File: config.mk
export PLATFORM = sky130hd
export DESIGN_NAME = fp_coproc_decode_loop_branch
export DESIGN_NICKNAME = d
export VERILOG_FILES = /design/src/logic/floating_point_coprocessor_decode_pkg.sv /design/src/logic/fp_cond_eval.sv /design/src/logic/fp_coproc_decode_loop_branch.sv
export VERILOG_INCLUDE_DIRS = /design/src /design/src/logic
export SDC_FILE = /design/constraint.sdc
export NUM_CORES = 1
export LEC_CHECK = 0
export BUFFER_PORTS_ARGS = -buffer_cell sky130_fd_sc_hd__buf_4
export CORE_MARGIN = 2
export CORE_UTILIZATION = 45
export DETAILED_ROUTE_END_ITERATION = 8
export PLACE_DENSITY_LB_ADDON = 0.05
export REMOVE_ABC_BUFFERS = 1
export SETUP_SLACK_MARGIN = 0.5
export SYNTH_ARGS = -nofsm -noshare
export SYNTH_HDL_FRONTEND = slang
export SYNTH_HIERARCHICAL = 1
export SYNTH_SLANG_ARGS = --single-unit
File: constraint.sdc
create_clock -name i_clk -period 8.2 [get_ports i_clk]
set_clock_uncertainty 0.1 [all_clocks]
set_input_delay 0.41 -clock i_clk [delete_from_list [all_inputs] [get_ports i_clk]]
set_output_delay 0.41 -clock i_clk [all_outputs]
set_load 0.02 [all_outputs]
File: src/logic/floating_point_coprocessor_decode_regs.svh
// register offsets, field positions and codes for the coprocessor decoder
`ifndef FLOATING_POINT_COPROCESSOR_DECODE_REGS_SVH
`define FLOATING_POINT_COPROCESSOR_DECODE_REGS_SVH
// register word addresses (one per 32-bit register)
`define REG_CTRL 4'h0
`define REG_OPWORD 4'h1
`define REG_EXTWORD 4'h2
`define REG_COUNT 4'h3
`define REG_PC 4'h4
`define REG_DISP 4'h5
`define REG_STATUS 4'h6
`define REG_DECODE 4'h7
`define REG_RESULT 4'h8
`define REG_TARGET 4'h9
// control register fields
`define CTRL_ID_LSB 0
`define CTRL_GO_BIT 4
`define CTRL_CLR_BIT 5
`define CTRL_ID_RST 3'h1
// status register fields
`define ST_CC_LSB 0
`define ST_NAN_BIT 0
`define ST_Q_LSB 8
`define ST_EXC_LSB 16
`define ST_BRANCH_UNORDERED_FLAG_BIT 23
`define ST_ACC_LSB 24
`define ST_IOP_BIT 31
// first word fields
`define W_ID_LSB 9
`define W_TYPE_LSB 6
`define W_MODE_LSB 3
`define W_REG_LSB 0
// extension word fields
`define X_RM_BIT 14
`define X_SRC_LSB 10
`define X_DST_LSB 7
`define X_OPC_LSB 0
// effective address modes
`define EA_DREG 3'h0
`define EA_AREG 3'h1
`define EA_IND 3'h2
`define EA_POST 3'h3
`define EA_PRE 3'h4
`define EA_DISP 3'h5
`define EA_INDEX 3'h6
`define EA_ABS 3'h7
// source formats
`define FMT_LONG 3'h0
`define FMT_SINGLE 3'h1
`define FMT_EXT 3'h2
`define FMT_PACKED 3'h3
`define FMT_WORD 3'h4
`define FMT_DOUBLE 3'h5
`define FMT_BYTE 3'h6
`define FMT_BAD 3'h7
// instruction type codes in bits 8:6 of first word
`define TYPE_GEN 3'h0
`define TYPE_DBCC 3'h1
// opcodes for divide and cosh in general extension word, then pc step and loop end count
`define OPC_DIV 7'h20
`define OPC_COSH 7'h19
`define PC_STEP 32'h0000_0002
`define CNT_END 16'hFFFF
`endif

File: src/logic/floating_point_coprocessor_decode_pkg.sv
// types shared by the coprocessor decoder
package floating_point_coprocessor_decode_pkg;
  typedef struct packed {
    logic [2:0] ea_mode;
    logic [2:0] ea_reg;
    logic rm;
    logic [2:0] src;
    logic [2:0] dst;
    logic [6:0] opc;
    logic src_is_fmt;
    logic illegal;
  } decode_s;
  typedef enum logic [1:0] {OUT_NONE, OUT_NEXT, OUT_BRANCH, OUT_TRAP} outcome_e;
endpackage : floating_point_coprocessor_decode_pkg

File: src/logic/fp_cond_eval.sv
// evaluator of the 32 floating-point conditional tests
`timescale 1ns/10ps
`include "floating_point_coprocessor_decode_regs.svh"
module fp_cond_eval
  import floating_point_coprocessor_decode_pkg::*;
(
  // condition codes n z i nan
  input wire logic [3:0] i_cc,
  input wire logic [5:0] i_sel,
  // result
  output logic o_true,
  output logic o_unordered_trap
);
  logic n, z, nan;
  logic base;
  always_comb begin
    n = i_cc[3];
    z = i_cc[2];
    nan = i_cc[`ST_NAN_BIT];
    // low four bits pick the predicate, bit 4 selects the non-aware set
    unique case (i_sel[3:0])
      4'h0: base = 1'b0;
      4'h1: base = z;
      4'h2: base = ~(nan | z | n);
      4'h3: base = z | ~(nan | n);
      4'h4: base = n & ~(nan | z);
      4'h5: base = z | (n & ~nan);
      4'h6: base = ~(nan | z);
      4'h7: base = ~nan;
      4'h8: base = nan;
      4'h9: base = nan | z;
      4'hA: base = nan | ~(n | z);
      4'hB: base = nan | z | ~n;
      4'hC: base = nan | (n & ~z);
      4'hD: base = nan | z | n;
      4'hE: base = ~z;
      default: base = 1'b1;
    endcase
    // non-aware tests trap on unordered operands
    o_unordered_trap = i_sel[4] & nan;
    o_true = base;
  end
endmodule : fp_cond_eval

File: src/logic/fp_coproc_decode_loop_branch.sv
// coprocessor instruction decoder and decrement-and-branch loop unit
// Behaviour
// - execute only when the coprocessor id field matches our own id
// - decode address modes 000,010,011,100,101,110,111; address register direct refused
// - data register direct allowed only for byte, word, long, single
// - select bit 0 means register to register, 1 means address to register
// - select 0 makes the source field the source fp register number
// - select 1 makes the source field the operand format code
// - destination field names the target; equal fields read and write one register
// - loop condition true means fall through with no decrement
// - condition false decrements low 16 counter bits, upper bits kept
// - decremented count of -1 falls through, otherwise branch
// - branch base is instruction address plus 2, displacement in bytes
// - condition select picks one of 32 tests against condition codes
// - loop leaves codes and quotient; unordered flag only on nan with non-aware test
// - unordered flag also sets accrued invalid flag, nothing else accrued
// - count register field names the processor data register for the counter
`timescale 1ns/10ps
`include "floating_point_coprocessor_decode_regs.svh"
module fp_coproc_decode_loop_branch
  import floating_point_coprocessor_decode_pkg::*;
(
  // clock and reset
  input wire logic i_clk,
  input wire logic i_rst,
  // avalon-mm slave
  input wire logic [3:0] i_avs_address,
  input wire logic i_avs_read,
  input wire logic i_avs_write,
  input wire logic [31:0] i_avs_writedata,
  output logic [31:0] o_avs_readdata,
  output logic o_avs_waitrequest,
  // results
  output logic o_busy,
  output logic o_trap
);
  // register state
  logic [2:0] id_q, id_d;
  logic [15:0] op_q, op_d, ext_q, ext_d, disp_q, disp_d;
  logic [31:0] cnt_q, cnt_d, pc_q, pc_d, stat_q, stat_d, tgt_q, tgt_d;
  logic [31:0] dec_q, dec_d, rdata_q, rdata_d;
  logic wait_q, wait_d, busy_q, busy_d, trap_q, trap_d;
  logic [1:0] res_q, res_d;
  // handshake: one wait cycle, then answer
  typedef enum logic [1:0] {ST_IDLE, ST_ACK} bus_e;
  bus_e bus_q, bus_d;

  decode_s dec;
  logic cond_true, cond_trap;
  logic id_match;
  logic [15:0] cnt_low;
  logic [31:0] disp_ext;
  outcome_e outcome;

  fp_cond_eval u_cond (
    .i_cc(stat_q[`ST_CC_LSB+3:`ST_CC_LSB]),
    .i_sel(ext_q[5:0]),
    .o_true(cond_true),
    .o_unordered_trap(cond_trap)
  );

  function automatic logic ea_legal(input logic [2:0] mode, input logic [2:0] fmt);
    unique case (mode)
      `EA_DREG: ea_legal = (fmt == `FMT_LONG) || (fmt == `FMT_SINGLE) ||
                           (fmt == `FMT_WORD) || (fmt == `FMT_BYTE);
      `EA_IND, `EA_POST, `EA_PRE, `EA_DISP, `EA_INDEX, `EA_ABS: ea_legal = 1'b1;
      default: ea_legal = 1'b0;
    endcase
  endfunction : ea_legal

  // register read decode, evaluated with the grant, one edge before the read is taken
  function automatic logic [31:0] reg_read(input logic [3:0] addr);
    unique case (addr)
      `REG_CTRL: reg_read = {26'h0, trap_q, busy_q, 1'b0, id_q};
      `REG_OPWORD: reg_read = {16'h0000, op_q};
      `REG_EXTWORD: reg_read = {16'h0000, ext_q};
      `REG_COUNT: reg_read = cnt_q;
      `REG_PC: reg_read = pc_q;
      `REG_DISP: reg_read = {16'h0000, disp_q};
      `REG_STATUS: reg_read = stat_q;
      `REG_DECODE: reg_read = dec_q;
      `REG_RESULT: reg_read = {28'h0000000, 2'(res_q), 2'(res_q)};
      `REG_TARGET: reg_read = tgt_q;
      default: reg_read = 32'h0000_0000;
    endcase
  endfunction : reg_read

  // instruction decode
  always_comb begin
    dec = '0;
    dec.opc = ext_q[`X_OPC_LSB+6:`X_OPC_LSB];
    dec.rm = ext_q[`X_RM_BIT];
    dec.src = ext_q[`X_SRC_LSB+2:`X_SRC_LSB];
    dec.dst = ext_q[`X_DST_LSB+2:`X_DST_LSB];
    // format when select is 1, register number otherwise
    dec.src_is_fmt = dec.rm;
    // address field ignored for register form
    dec.ea_mode = dec.rm ? op_q[`W_MODE_LSB+2:`W_MODE_LSB] : 3'h0;
    // loop form carries the counter's data register number here
    dec.ea_reg = (dec.rm || op_q[`W_TYPE_LSB+2:`W_TYPE_LSB] == `TYPE_DBCC) ?
                 op_q[`W_REG_LSB+2:`W_REG_LSB] : 3'h0;
    dec.illegal = dec.rm &&
                  ((dec.src == `FMT_BAD) || !ea_legal(dec.ea_mode, dec.src));
  end

  always_comb begin
    id_match = (op_q[`W_ID_LSB+2:`W_ID_LSB] == id_q);
    cnt_low = cnt_q[15:0] - 16'h0001;
    disp_ext = {{16{disp_q[15]}}, disp_q};
  end

  // register and execution next state
  always_comb begin
    id_d = id_q;
    op_d = op_q;
    ext_d = ext_q;
    disp_d = disp_q;
    cnt_d = cnt_q;
    pc_d = pc_q;
    stat_d = stat_q;
    tgt_d = tgt_q;
    dec_d = dec_q;
    res_d = res_q;
    busy_d = 1'b0;
    trap_d = trap_q;
    wait_d = 1'b1;
    bus_d = bus_q;
    rdata_d = rdata_q;
    outcome = OUT_NONE;
    unique case (bus_q)
      ST_IDLE: begin
        wait_d = 1'b1;
        if (i_avs_read || i_avs_write) begin
          bus_d = ST_ACK;
          wait_d = 1'b0;
        end
        // loaded with the grant so the data stand while waitrequest is low
        if (i_avs_read) begin
          rdata_d = reg_read(i_avs_address);
        end
      end
      ST_ACK: begin
        bus_d = ST_IDLE;
        wait_d = 1'b1;
        if (i_avs_write) begin
          unique case (i_avs_address)
            `REG_CTRL: begin
              id_d = i_avs_writedata[`CTRL_ID_LSB+2:`CTRL_ID_LSB];
              if (i_avs_writedata[`CTRL_CLR_BIT]) begin
                trap_d = 1'b0;
              end
              if (i_avs_writedata[`CTRL_GO_BIT]) begin
                busy_d = 1'b1;
                trap_d = 1'b0;
                // keep the fields of every instruction addressed to us
                if (id_match) begin
                  dec_d = {10'h000, dec};
                end
                if (!id_match) begin
                  res_d = OUT_NONE;
                end else if (op_q[`W_TYPE_LSB+2:`W_TYPE_LSB] == `TYPE_DBCC) begin
                  // counter supplied from named data register
                  // unordered flag set on nan with non-aware test
                  if (cond_trap) begin
                    stat_d[`ST_BRANCH_UNORDERED_FLAG_BIT] = 1'b1;
                    stat_d[`ST_IOP_BIT] = 1'b1;
                  end
                  if (cond_true) begin
                    outcome = OUT_NEXT;
                  end else begin
                    cnt_d = {cnt_q[31:16], cnt_low};
                    outcome = (cnt_low == `CNT_END) ? OUT_NEXT : OUT_BRANCH;
                  end
                  if (cond_trap) begin
                    outcome = OUT_TRAP;
                    trap_d = 1'b1;
                  end
                  res_d = outcome;
                  // target is pc plus 2 plus displacement
                  tgt_d = pc_q + `PC_STEP + disp_ext;
                end else if (dec.illegal) begin
                  res_d = OUT_TRAP;
                  trap_d = 1'b1;
                end else begin
                  // divide and other general ops accepted for execution
                  res_d = OUT_NEXT;
                end
              end
            end
            `REG_OPWORD: op_d = i_avs_writedata[15:0];
            `REG_EXTWORD: ext_d = i_avs_writedata[15:0];
            `REG_COUNT: cnt_d = i_avs_writedata;
            `REG_PC: pc_d = i_avs_writedata;
            `REG_DISP: disp_d = i_avs_writedata[15:0];
            `REG_STATUS: stat_d = i_avs_writedata;
            default: ;
          endcase
        end
      end
      default: bus_d = ST_IDLE;
    endcase
  end

  always_ff @(posedge i_clk or posedge i_rst) begin
    if (i_rst) begin
      id_q <= `CTRL_ID_RST;
      op_q <= 16'h0000;
      ext_q <= 16'h0000;
      disp_q <= 16'h0000;
      cnt_q <= 32'h0000_0000;
      pc_q <= 32'h0000_0000;
      stat_q <= 32'h0000_0000;
      tgt_q <= 32'h0000_0000;
      dec_q <= 32'h0000_0000;
      rdata_q <= 32'h0000_0000;
      res_q <= 2'h0;
      busy_q <= 1'b0;
      trap_q <= 1'b0;
      wait_q <= 1'b1;
      bus_q <= ST_IDLE;
    end else begin
      id_q <= id_d;
      op_q <= op_d;
      ext_q <= ext_d;
      disp_q <= disp_d;
      cnt_q <= cnt_d;
      pc_q <= pc_d;
      stat_q <= stat_d;
      tgt_q <= tgt_d;
      dec_q <= dec_d;
      rdata_q <= rdata_d;
      res_q <= res_d;
      busy_q <= busy_d;
      trap_q <= trap_d;
      wait_q <= wait_d;
      bus_q <= bus_d;
    end
  end

  assign o_avs_readdata = rdata_q;
  assign o_avs_waitrequest = wait_q;
  assign o_busy = busy_q;
  assign o_trap = trap_q;
endmodule : fp_coproc_decode_loop_branch

# Word level (Yosys, flattened, before mapping)
# Index checks and enable logic that the tools add are counted.
# W data, S select, Z words.
# word_totals
regBits	240
inputBits	40
out_inout_bits	35
# classes
add_sub_neg	3
eq_ne	43
muxes	36
bitwise_logic	21
reduce_logical	31
# ops
cell	count
$pmux W32 S10	1
$mux W16	4
$pmux W32 S2	1
$eq A4 B4 Y1 const B	9
$add A32 B2 Y32 const B	1
$add A32 B32 Y32	1
$eq A4 B3 Y1 const B	8
$eq A3 B3 Y1 const B	7
$reduce_and A3 Y1	6
$eq A16 B16 Y1 const B	1
$eq A4 B2 Y1 const B	4
$mux W1	16
$mux W2	8
$sub A16 B1 Y16 const B	1
$pmux W1 S15	1
$reduce_and A7 Y1	2
$ne A2 B2 Y1 const B	6
$reduce_and A4 Y1	3
$or A1 B1 Y1	9
$eq A4 B1 Y1 const B	2
$logic_not A4 Y1	2
$not A1 Y1	8
$eq A3 B1 Y1 const B	2
$eq A3 B2 Y1 const B	2
other kinds (15)	29

# Logic depth before layout (Yosys ltp)
# Gate-level depths: netlist (run 1).
# depth
depth_word	12
depth_mapped	14

# Cells and area by module
# Netlist (run 1), hierarchy kept.
# by_module_without_submodules
module	n_inst	cells_each	area_each_um2	seq_area_each_um2
fp_coproc_decode_loop_branch	1	1285	12719.7	5958.2
fp_cond_eval	1	10	61.3	0.0

# Worst setup path before layout (run 1)
# No wires, ideal clock.
# synth_path
kind	reg2reg
start	register disp_q[1]
end	register tgt_q[17]
setup_ns	0.130
arrival_time_ns	2.758
t_required_ns	7.970
slack_ns	5.212
path_stages_with_launch	15
path_buffers	0
cell_sequence	dfrtp_1 inv_1 ha_1 inv_1 ha_1 inv_1 fa_1 nor2b_4 o31a_1 o41a_1 a221o_2 nand2b_4 a21oi_2 xor2_1 o21ai_1
# synth_via
elab_chain_cells	1
# synth_rtl
item	line_no	source
start: declaration	fp_coproc_decode_loop_branch.sv:39	logic [15:0] op_q, op_d, ext_q, ext_d, disp_q, disp_d;
start signal: assignment	fp_coproc_decode_loop_branch.sv:225	disp_q <= disp_d;
$add A32 B32 Y32	fp_coproc_decode_loop_branch.sv:180	tgt_d = pc_q + `PC_STEP + disp_ext;
end signal: assignment	fp_coproc_decode_loop_branch.sv:229	tgt_q <= tgt_d;
end: declaration	fp_coproc_decode_loop_branch.sv:40	logic [31:0] cnt_q, cnt_d, pc_q, pc_d, stat_q, stat_d, tgt_q, tgt_d;
# No other way between the ends.
# A chain may end at the register's enable or synchronous reset.

# Worst setup path after layout (run 1)
# layout_path
start	register disp_q[1]
end	register tgt_q[25]
# Same word-level chain as after synthesis.

==> impl_metrics.yaml, run 1 <==
run_status:
  outcome: "completed"
synth:
  syn-mean-instance-area_um2: 9.87
  yosys_warnings: 6
  async_reset_ff_frac: 1.00
  ys_ff_latch: 238
  synthFlopType: "dfrtp_1"
  synth-seq-area-share: 0.466
  synth_edf_count: 0
  syn_inst: 1295
  netlist_area_um2: 12800
  ys_types: 76
detailed_routing:
  drc: 0
  vias: 10400
  dr.first_iter.drc_count: 893
  viasPerCell: 5.92
  drtAntennaViolNets: 0
  firstDrtPassIters: 7
  wl_per_cell_um: 22.2
  finalWirelength_mm: 38.9
placed_design:
  dp.cells: 1688
  detailed_place_hpwl_mm: 25.5
  dp_slack_ps: 4910
  numPortBuffers: 74
  gp_congestion: 0.879
grt:
  antenna_found_initial: 0
  grt_max_degree: 116
  grt-ovfl-total: 0
  grt_pass1_wl_mm: 61.1
  grt_pass1_vias: 9996
  grt.total_usage: 0.261
cells_and_area:
  stdcell_count: 1752
  nets: 1457
  num_antenna_cells: 0
  fillCellCount: 2552
  drive_above_1_share: 0.196
  post-route-util: 0.532
  layout_common_cells: "nand2_1, dfrtp_1, mux2_2, buf_4, o21ai_0"
  area_growth_pct: 15.9
timing:
  tns_ps: 0
  setup_viol: 0
  hold_violations: 0
  rsz0062_at_grt: "no"
  fin_hold_ws_ps: 28.6
  finalCriticalPeriod_ps: 3320
  tightestPinTransition_ps: 1110
  finalCritPeriodShare: 0.405
  setup_ws_ps: 4880
  clock.fmax_mhz: 301
  slew_headroom: 0.263
  maxSlewViolCount: 0
clock_tree:
  clock_latency_ps: 540
  clock_sinks: 238
  numCtsBuffers: 27
  cts_tree: "built"
  ctsHtreeMaxLevel: 1
  cts_buffer_depth: 3
  clock-root-buffer: "clkbuf_16"
  clk_pin_slew_worst_paths_ps: 60
  cts_setup_buffers: 0
setup_path:
  required_ps: 8520
  r2r_start: "disp_q[1]$_DFFE_PP0P_"
  rr_worst_depth: 14
  worstSetupStartpointType: "flop"
  r2r_slack_ps: 4880
  cp.arrival_ps: 3640
  worstPathMaxFanout: 4
  critPathCaptureType: "flop"
  worst-setup-path-type: "flop to flop"
  r2r_end: "tgt_q[25]$_DFFE_PP0P_"
worst_hold_path:
  hold_depth: 3
  min_to: "stat_q[3]$_DFFE_PP0P_"
  min_from: "i_avs_writedata[3]"
  min_path_type: "input pin to flop"
power:
  switchingPower_mw: 1.19
  comb_power_share: 0.244
  swShare: 0.319
  clockPowerShare: 0.349
  powerDensity_nw_per_um2: 251
  p_int_mw: 2.53
  power_leakage_nw: 6.90
  seqPwrFrac: 0.407
  vdd_drop_max_uv: 180
floorplan:
  initial_utilization: 0.459
  core-area_um2: 27900
  dieArea_um2: 29800
  ios: 75
  die-width_um: 173
  num_rows: 61
  die_y_um: 173
run:
  drv_cap: 0
## critical path, stage by stage (launching register included)
cell     delay [ps]
dfrtp_1         370
inv_1            60
ha_1            270
inv_1            40
ha_1            200
inv_1            90
fa_1            280
nor2b_4          60
o31a_1          260
o41a_1          440
a221o_2         450
o22ai_2         190
nor4_1           90
nor3_1          210
a21oi_1          90
## repair_timing
item,CTS,global route
endpoints found under the hold margin,102,0
hold buffers,15,0
gates resized for setup,0,0
## area by class of cell
| type | count | area, µm² | area share |
|---|---|---|---|
| Clock inverter | 8 | 140 | 0.00946 |
| Multi-Input combinational cell | 957 | 6500 | 0.439 |
| Tap cell | 378 | 473 | 0.0319 |
| Sequential cell | 238 | 5960 | 0.402 |
| Timing Repair Buffer | 107 | 841 | 0.0568 |
| Inverter | 23 | 93.8 | 0.00634 |
| Clock buffer | 41 | 808 | 0.0546 |
## flip-flops by register name (all words and copies together), names as in the netlist
signal,flops
cnt_q,32
o_trap,1
pc_q,32
disp_q,16
dec_q,21
bus_q,1
o_avs_readdata,32
id_q,3
o_busy,1
ext_q,16
op_q,16
o_avs_waitrequest,1
tgt_q,32
res_q,2
stat_q,32
## how the worst max path moves through the flow
stage                                 end  depth (start not counted)              startpoint
global route        tgt_q[31]$_DFFE_PP0P_                         10  disp_q[15]$_DFFE_PP0P_
global placement    tgt_q[31]$_DFFE_PP0P_                         14   disp_q[1]$_DFFE_PP0P_
CTS                 tgt_q[31]$_DFFE_PP0P_                         10  disp_q[15]$_DFFE_PP0P_
finish              tgt_q[25]$_DFFE_PP0P_                         14   disp_q[1]$_DFFE_PP0P_
floorplan            bus_q[0]$_DFFE_PP0P_                          1                   i_rst
detailed placement  tgt_q[31]$_DFFE_PP0P_                         10  disp_q[15]$_DFFE_PP0P_
## routing by layer
metal / up-vias / GRT usage / wire length [µm] / part of all wire
met5: - / 0 / 0 / 0
met4: 0 / 0.0495 / 701 / 0.018
met3: 57 / 0.0266 / 1790 / 0.046
met2: 278 / 0.395 / 17100 / 0.44
met1: 5196 / 0.406 / 19300 / 0.50
li1: 4841 / - / - / -
## cell usage after synthesis, types with 5 or more instances
library cell,n,area share
a211oi_1,5,0.0029
a21o_1,15,0.0088
a21oi_1,63,0.025
a221oi_1,17,0.012
a222oi_1,8,0.0063
a22o_1,28,0.019
a22oi_1,57,0.033
a31oi_1,8,0.0039
buf_2,15,0.0059
clkbuf_1,57,0.017
dfrtp_1,236,0.46
ha_1,62,0.061
inv_1,22,0.0065
mux2_2,96,0.085
nand2_1,236,0.069
nand2b_1,10,0.0049
nand3_1,26,0.010
nand4_1,21,0.010
nor2_1,46,0.014
nor2b_1,8,0.0039
nor3_1,32,0.013
nor4_1,10,0.0049
o21ai_0,85,0.033
o22ai_1,9,0.0044
o31ai_1,5,0.0029
or3_1,6,0.0029
xnor2_1,14,0.0096
xor2_1,15,0.010
## power groups by stage
stage,combinational (mW),sequential (mW),clock (mW)
after CTS,0.907,1.51,1.32
after global routing,1.02,1.53,1.37
after floorplan,0.647,1.48,0
after detailed placement,0.894,1.53,0
final,0.908,1.51,1.30
after global placement,0.885,1.53,0
## cells by family after synthesis
family / after synthesis / synth area share
AO/OA/AOI/OAI: 340 / 0.178
XOR/XNOR: 29 / 0.0199
adder cells (fa/ha/maj): 63 / 0.0623
buffers and inverters: 100 / 0.0311
flip-flops: 238 / 0.466
multiplexers: 100 / 0.0877
AND/OR/NAND/NOR: 425 / 0.154
## through the flow
step | power [mW] | instance area, µm²
after floorplan | 2.13 | 12500
after CTS | 3.73 | 14800
after global placement | 2.41 | 13700
final | 3.72 | 14800
after global routing | 3.93 | 14800
after detailed placement | 2.42 | 13700
Power figures use the tool's default switching activity.
==> run 2: changes to the inputs <==
==> constraint.sdc (replaced) <==
create_clock -name i_clk -period 2.7 [get_ports i_clk]
set_clock_uncertainty 0.1 [all_clocks]
set_input_delay 0.135 -clock i_clk [delete_from_list [all_inputs] [get_ports i_clk]]
set_output_delay 0.135 -clock i_clk [all_outputs]
set_load 0.02 [all_outputs]
==> impl_metrics.yaml, run 2 (synthesis gave the netlist of run 1 again) <==
grt:
  grt.total_usage: 0.274
  grt_max_degree: 82
  grt_pass1_vias: 11000
  grt_pass1_wl_mm: 64.6
  grt-ovfl-total: 0
  antenna_found_initial: 0
cells_and_area:
  fillCellCount: 2420
  mostFrequentLayoutCell: "dfrtp_1"
  drive_above_1_share: 0.324
  post-route-util: 0.603
  area_growth_pct: 31.4
  stdcell_count: 1925
  nets: 1631
  layout_common_cells: "dfrtp_1, nand2_1, buf_4, mux2_2, o21ai_0"
  final_cell_area_um2: 16800
  num_antenna_cells: 0
floorplan:
  dieArea_um2: 29800
  core-area_um2: 27900
  ios: 75
  die_y_um: 173
  die-width_um: 173
  num_rows: 61
  initial_utilization: 0.459
setup_path:
  worst-setup-path-type: "flop to flop"
  max_stage_delay_ps: 440
  crit_family: "compound AO/OA/AOI/OAI gates"
  cp.arrival_ps: 3360
  crit_chain: "inv_2 > ha_4 > inv_2 > ha_4 > inv_2 > fa_2 > nor2b_4 > o31a_1 > o41a_1 > a221o_2 > nand2b_4 > a21oi_2 > xor2_1 > o21ai_1"
  critPathCaptureType: "flop"
  crit_path_frequent_cell: "inv_2"
  crit_path_top_delay_cell: "a221o_2"
  required_ps: 3030
  worstSetupStartpointType: "flop"
  worstPathMaxFanout: 4
  critical_path_buf_inv_count: 3
timing:
  maxSlewViolCount: 0
  tightestPinTransition_ps: 698
  hold_violations: 0
  clock.fmax_mhz: 331
  setup_ws_ps: -323
  slew_headroom: 0.532
  rsz0062_at_grt: "yes"
  finalCriticalPeriod_ps: 3020
  setup_viol: 12
  finalCritPeriodShare: 1.12
clock_tree:
  clock-root-buffer: "clkbuf_16"
  cts_buffer_depth: 3
  cts_tree: "built"
  ctsHtreeMaxLevel: 1
  clock_latency_ps: 550
  clk_pin_slew_worst_paths_ps: 60
  numCtsBuffers: 27
  clock_sinks: 238
run:
  drv_cap: 0
detailed_routing:
  wl_per_cell_um: 21.4
  viasPerCell: 5.75
  firstDrtPassIters: 5
  dr.first_iter.drc_count: 1076
  drc: 0
  drtAntennaViolNets: 0
  finalWirelength_mm: 41.1
  vias: 11100
power:
  p_int_mw: 8.28
  power_leakage_nw: 7.78
  clockPowerShare: 0.291
  power_mw: 12.3
  powerDensity_nw_per_um2: 733
  swShare: 0.328
  switchingPower_mw: 4.04
  vdd_drop_max_uv: 538
  comb_power_share: 0.339
  seqPwrFrac: 0.370
placed_design:
  dp_slack_ps: -471
  gp_congestion: 0.875
  dp.cells: 1820
  detailed_place_hpwl_mm: 28.4
  dpl_cell_area_um2: 14800
  numPortBuffers: 74
run_status:
  outcome: "finished with violations"
  violations: "setup timing"
worst_hold_path:
  min_path_type: "input pin to flop"
[run 2: changes by cell type in the layout (fill, tap and decap cells not counted), moves of 10 or more]
cell / before / now
a21oi_1: 63 / 53
buf_4: 92 / 235
dlygate4sd3_1: 15 / 35
ha_1: 62 / 38
ha_4: 0 / 24
o21ai_0: 85 / 67
o21ai_1: 3 / 16
[run 2: worst paths after layout]
path                                           startpoint                             end  slack, ps  cells after the start
setup / recovery                    disp_q[1]$_DFFE_PP0P_           tgt_q[17]$_DFFE_PP0P_       -320                     14
hold / removal                           i_avs_address[1]   o_avs_readdata[2]$_DFFE_PP0P_         30                      3
setup reg to reg                    disp_q[1]$_DFFE_PP0P_           tgt_q[17]$_DFFE_PP0P_       -320                     14
hold reg to reg            o_avs_readdata[18]$_DFFE_PP0P_  o_avs_readdata[18]$_DFFE_PP0P_        370                      1
max in group asynchronous                           i_rst  o_avs_readdata[14]$_DFFE_PP0P_       1590                      4
min in group asynchronous                           i_rst  o_avs_readdata[23]$_DFFE_PP0P_        100                      3
[run 2: metrics by stage]
step | hold slack [ps] | TNS [ps]
2_1_floorplan | 140 | -986360
3_3_place_gp | 149 | -4440
3_5_place_dp | 154 | -5060
4_1_cts | 1.54 | -2530
5_1_grt | 33.1 | -4150
6_report | 27.8 | -2390
[run 2: cell type report]
cell class	count	area [µm²]	area share
clock buffer	41	788	0.0469
clock inverter	7	63.8	0.00380
inverter	23	93.8	0.00559
multi-input combinational	957	7130	0.424
sequential	238	5960	0.355
tap	378	473	0.0282
timing repair buffer	281	2290	0.136
[run 2: metal layers]
layer | up-vias | track usage | part of all wire
met5 | - | 0 | 0
li1 | 5188 | - | -
met1 | 5477 | 0.406 | 0.46
met4 | 0 | 0.0634 | 0.021
met3 | 54 | 0.0380 | 0.064
met2 | 351 | 0.426 | 0.45
[run 2: tightest hold or removal path, cell delays in order]
cell and delay, ps:
buf_4 160, o2111ai_1 210, a22o_1 130
[run 2: repair_timing]
| action | 4_1_cts | 5_1_grt |
|---|---|---|
| setup endpoints to repair | 33 | 38 |
| resized for setup | 108 | 17 |
| hold endpoints to repair | 229 | 0 |
| pin swaps | 33 | 20 |
| gates cloned | 0 | 0 |
| setup buffers | 9 | 13 |
| hold buffers | 35 | 0 |
[run 2: power by group through the flow]
| stage | registers (mW) | clock network [mW] | logic [mW] |
|---|---|---|---|
| 3_5_place_dp | 4.58 | 0 | 3.42 |
| 4_1_cts | 4.54 | 3.65 | 4.00 |
| 2_1_floorplan | 4.51 | 0 | 1.96 |
| 5_1_grt | 4.62 | 3.80 | 4.55 |
| 6_report | 4.55 | 3.59 | 4.17 |
| 3_3_place_gp | 4.57 | 0 | 3.39 |
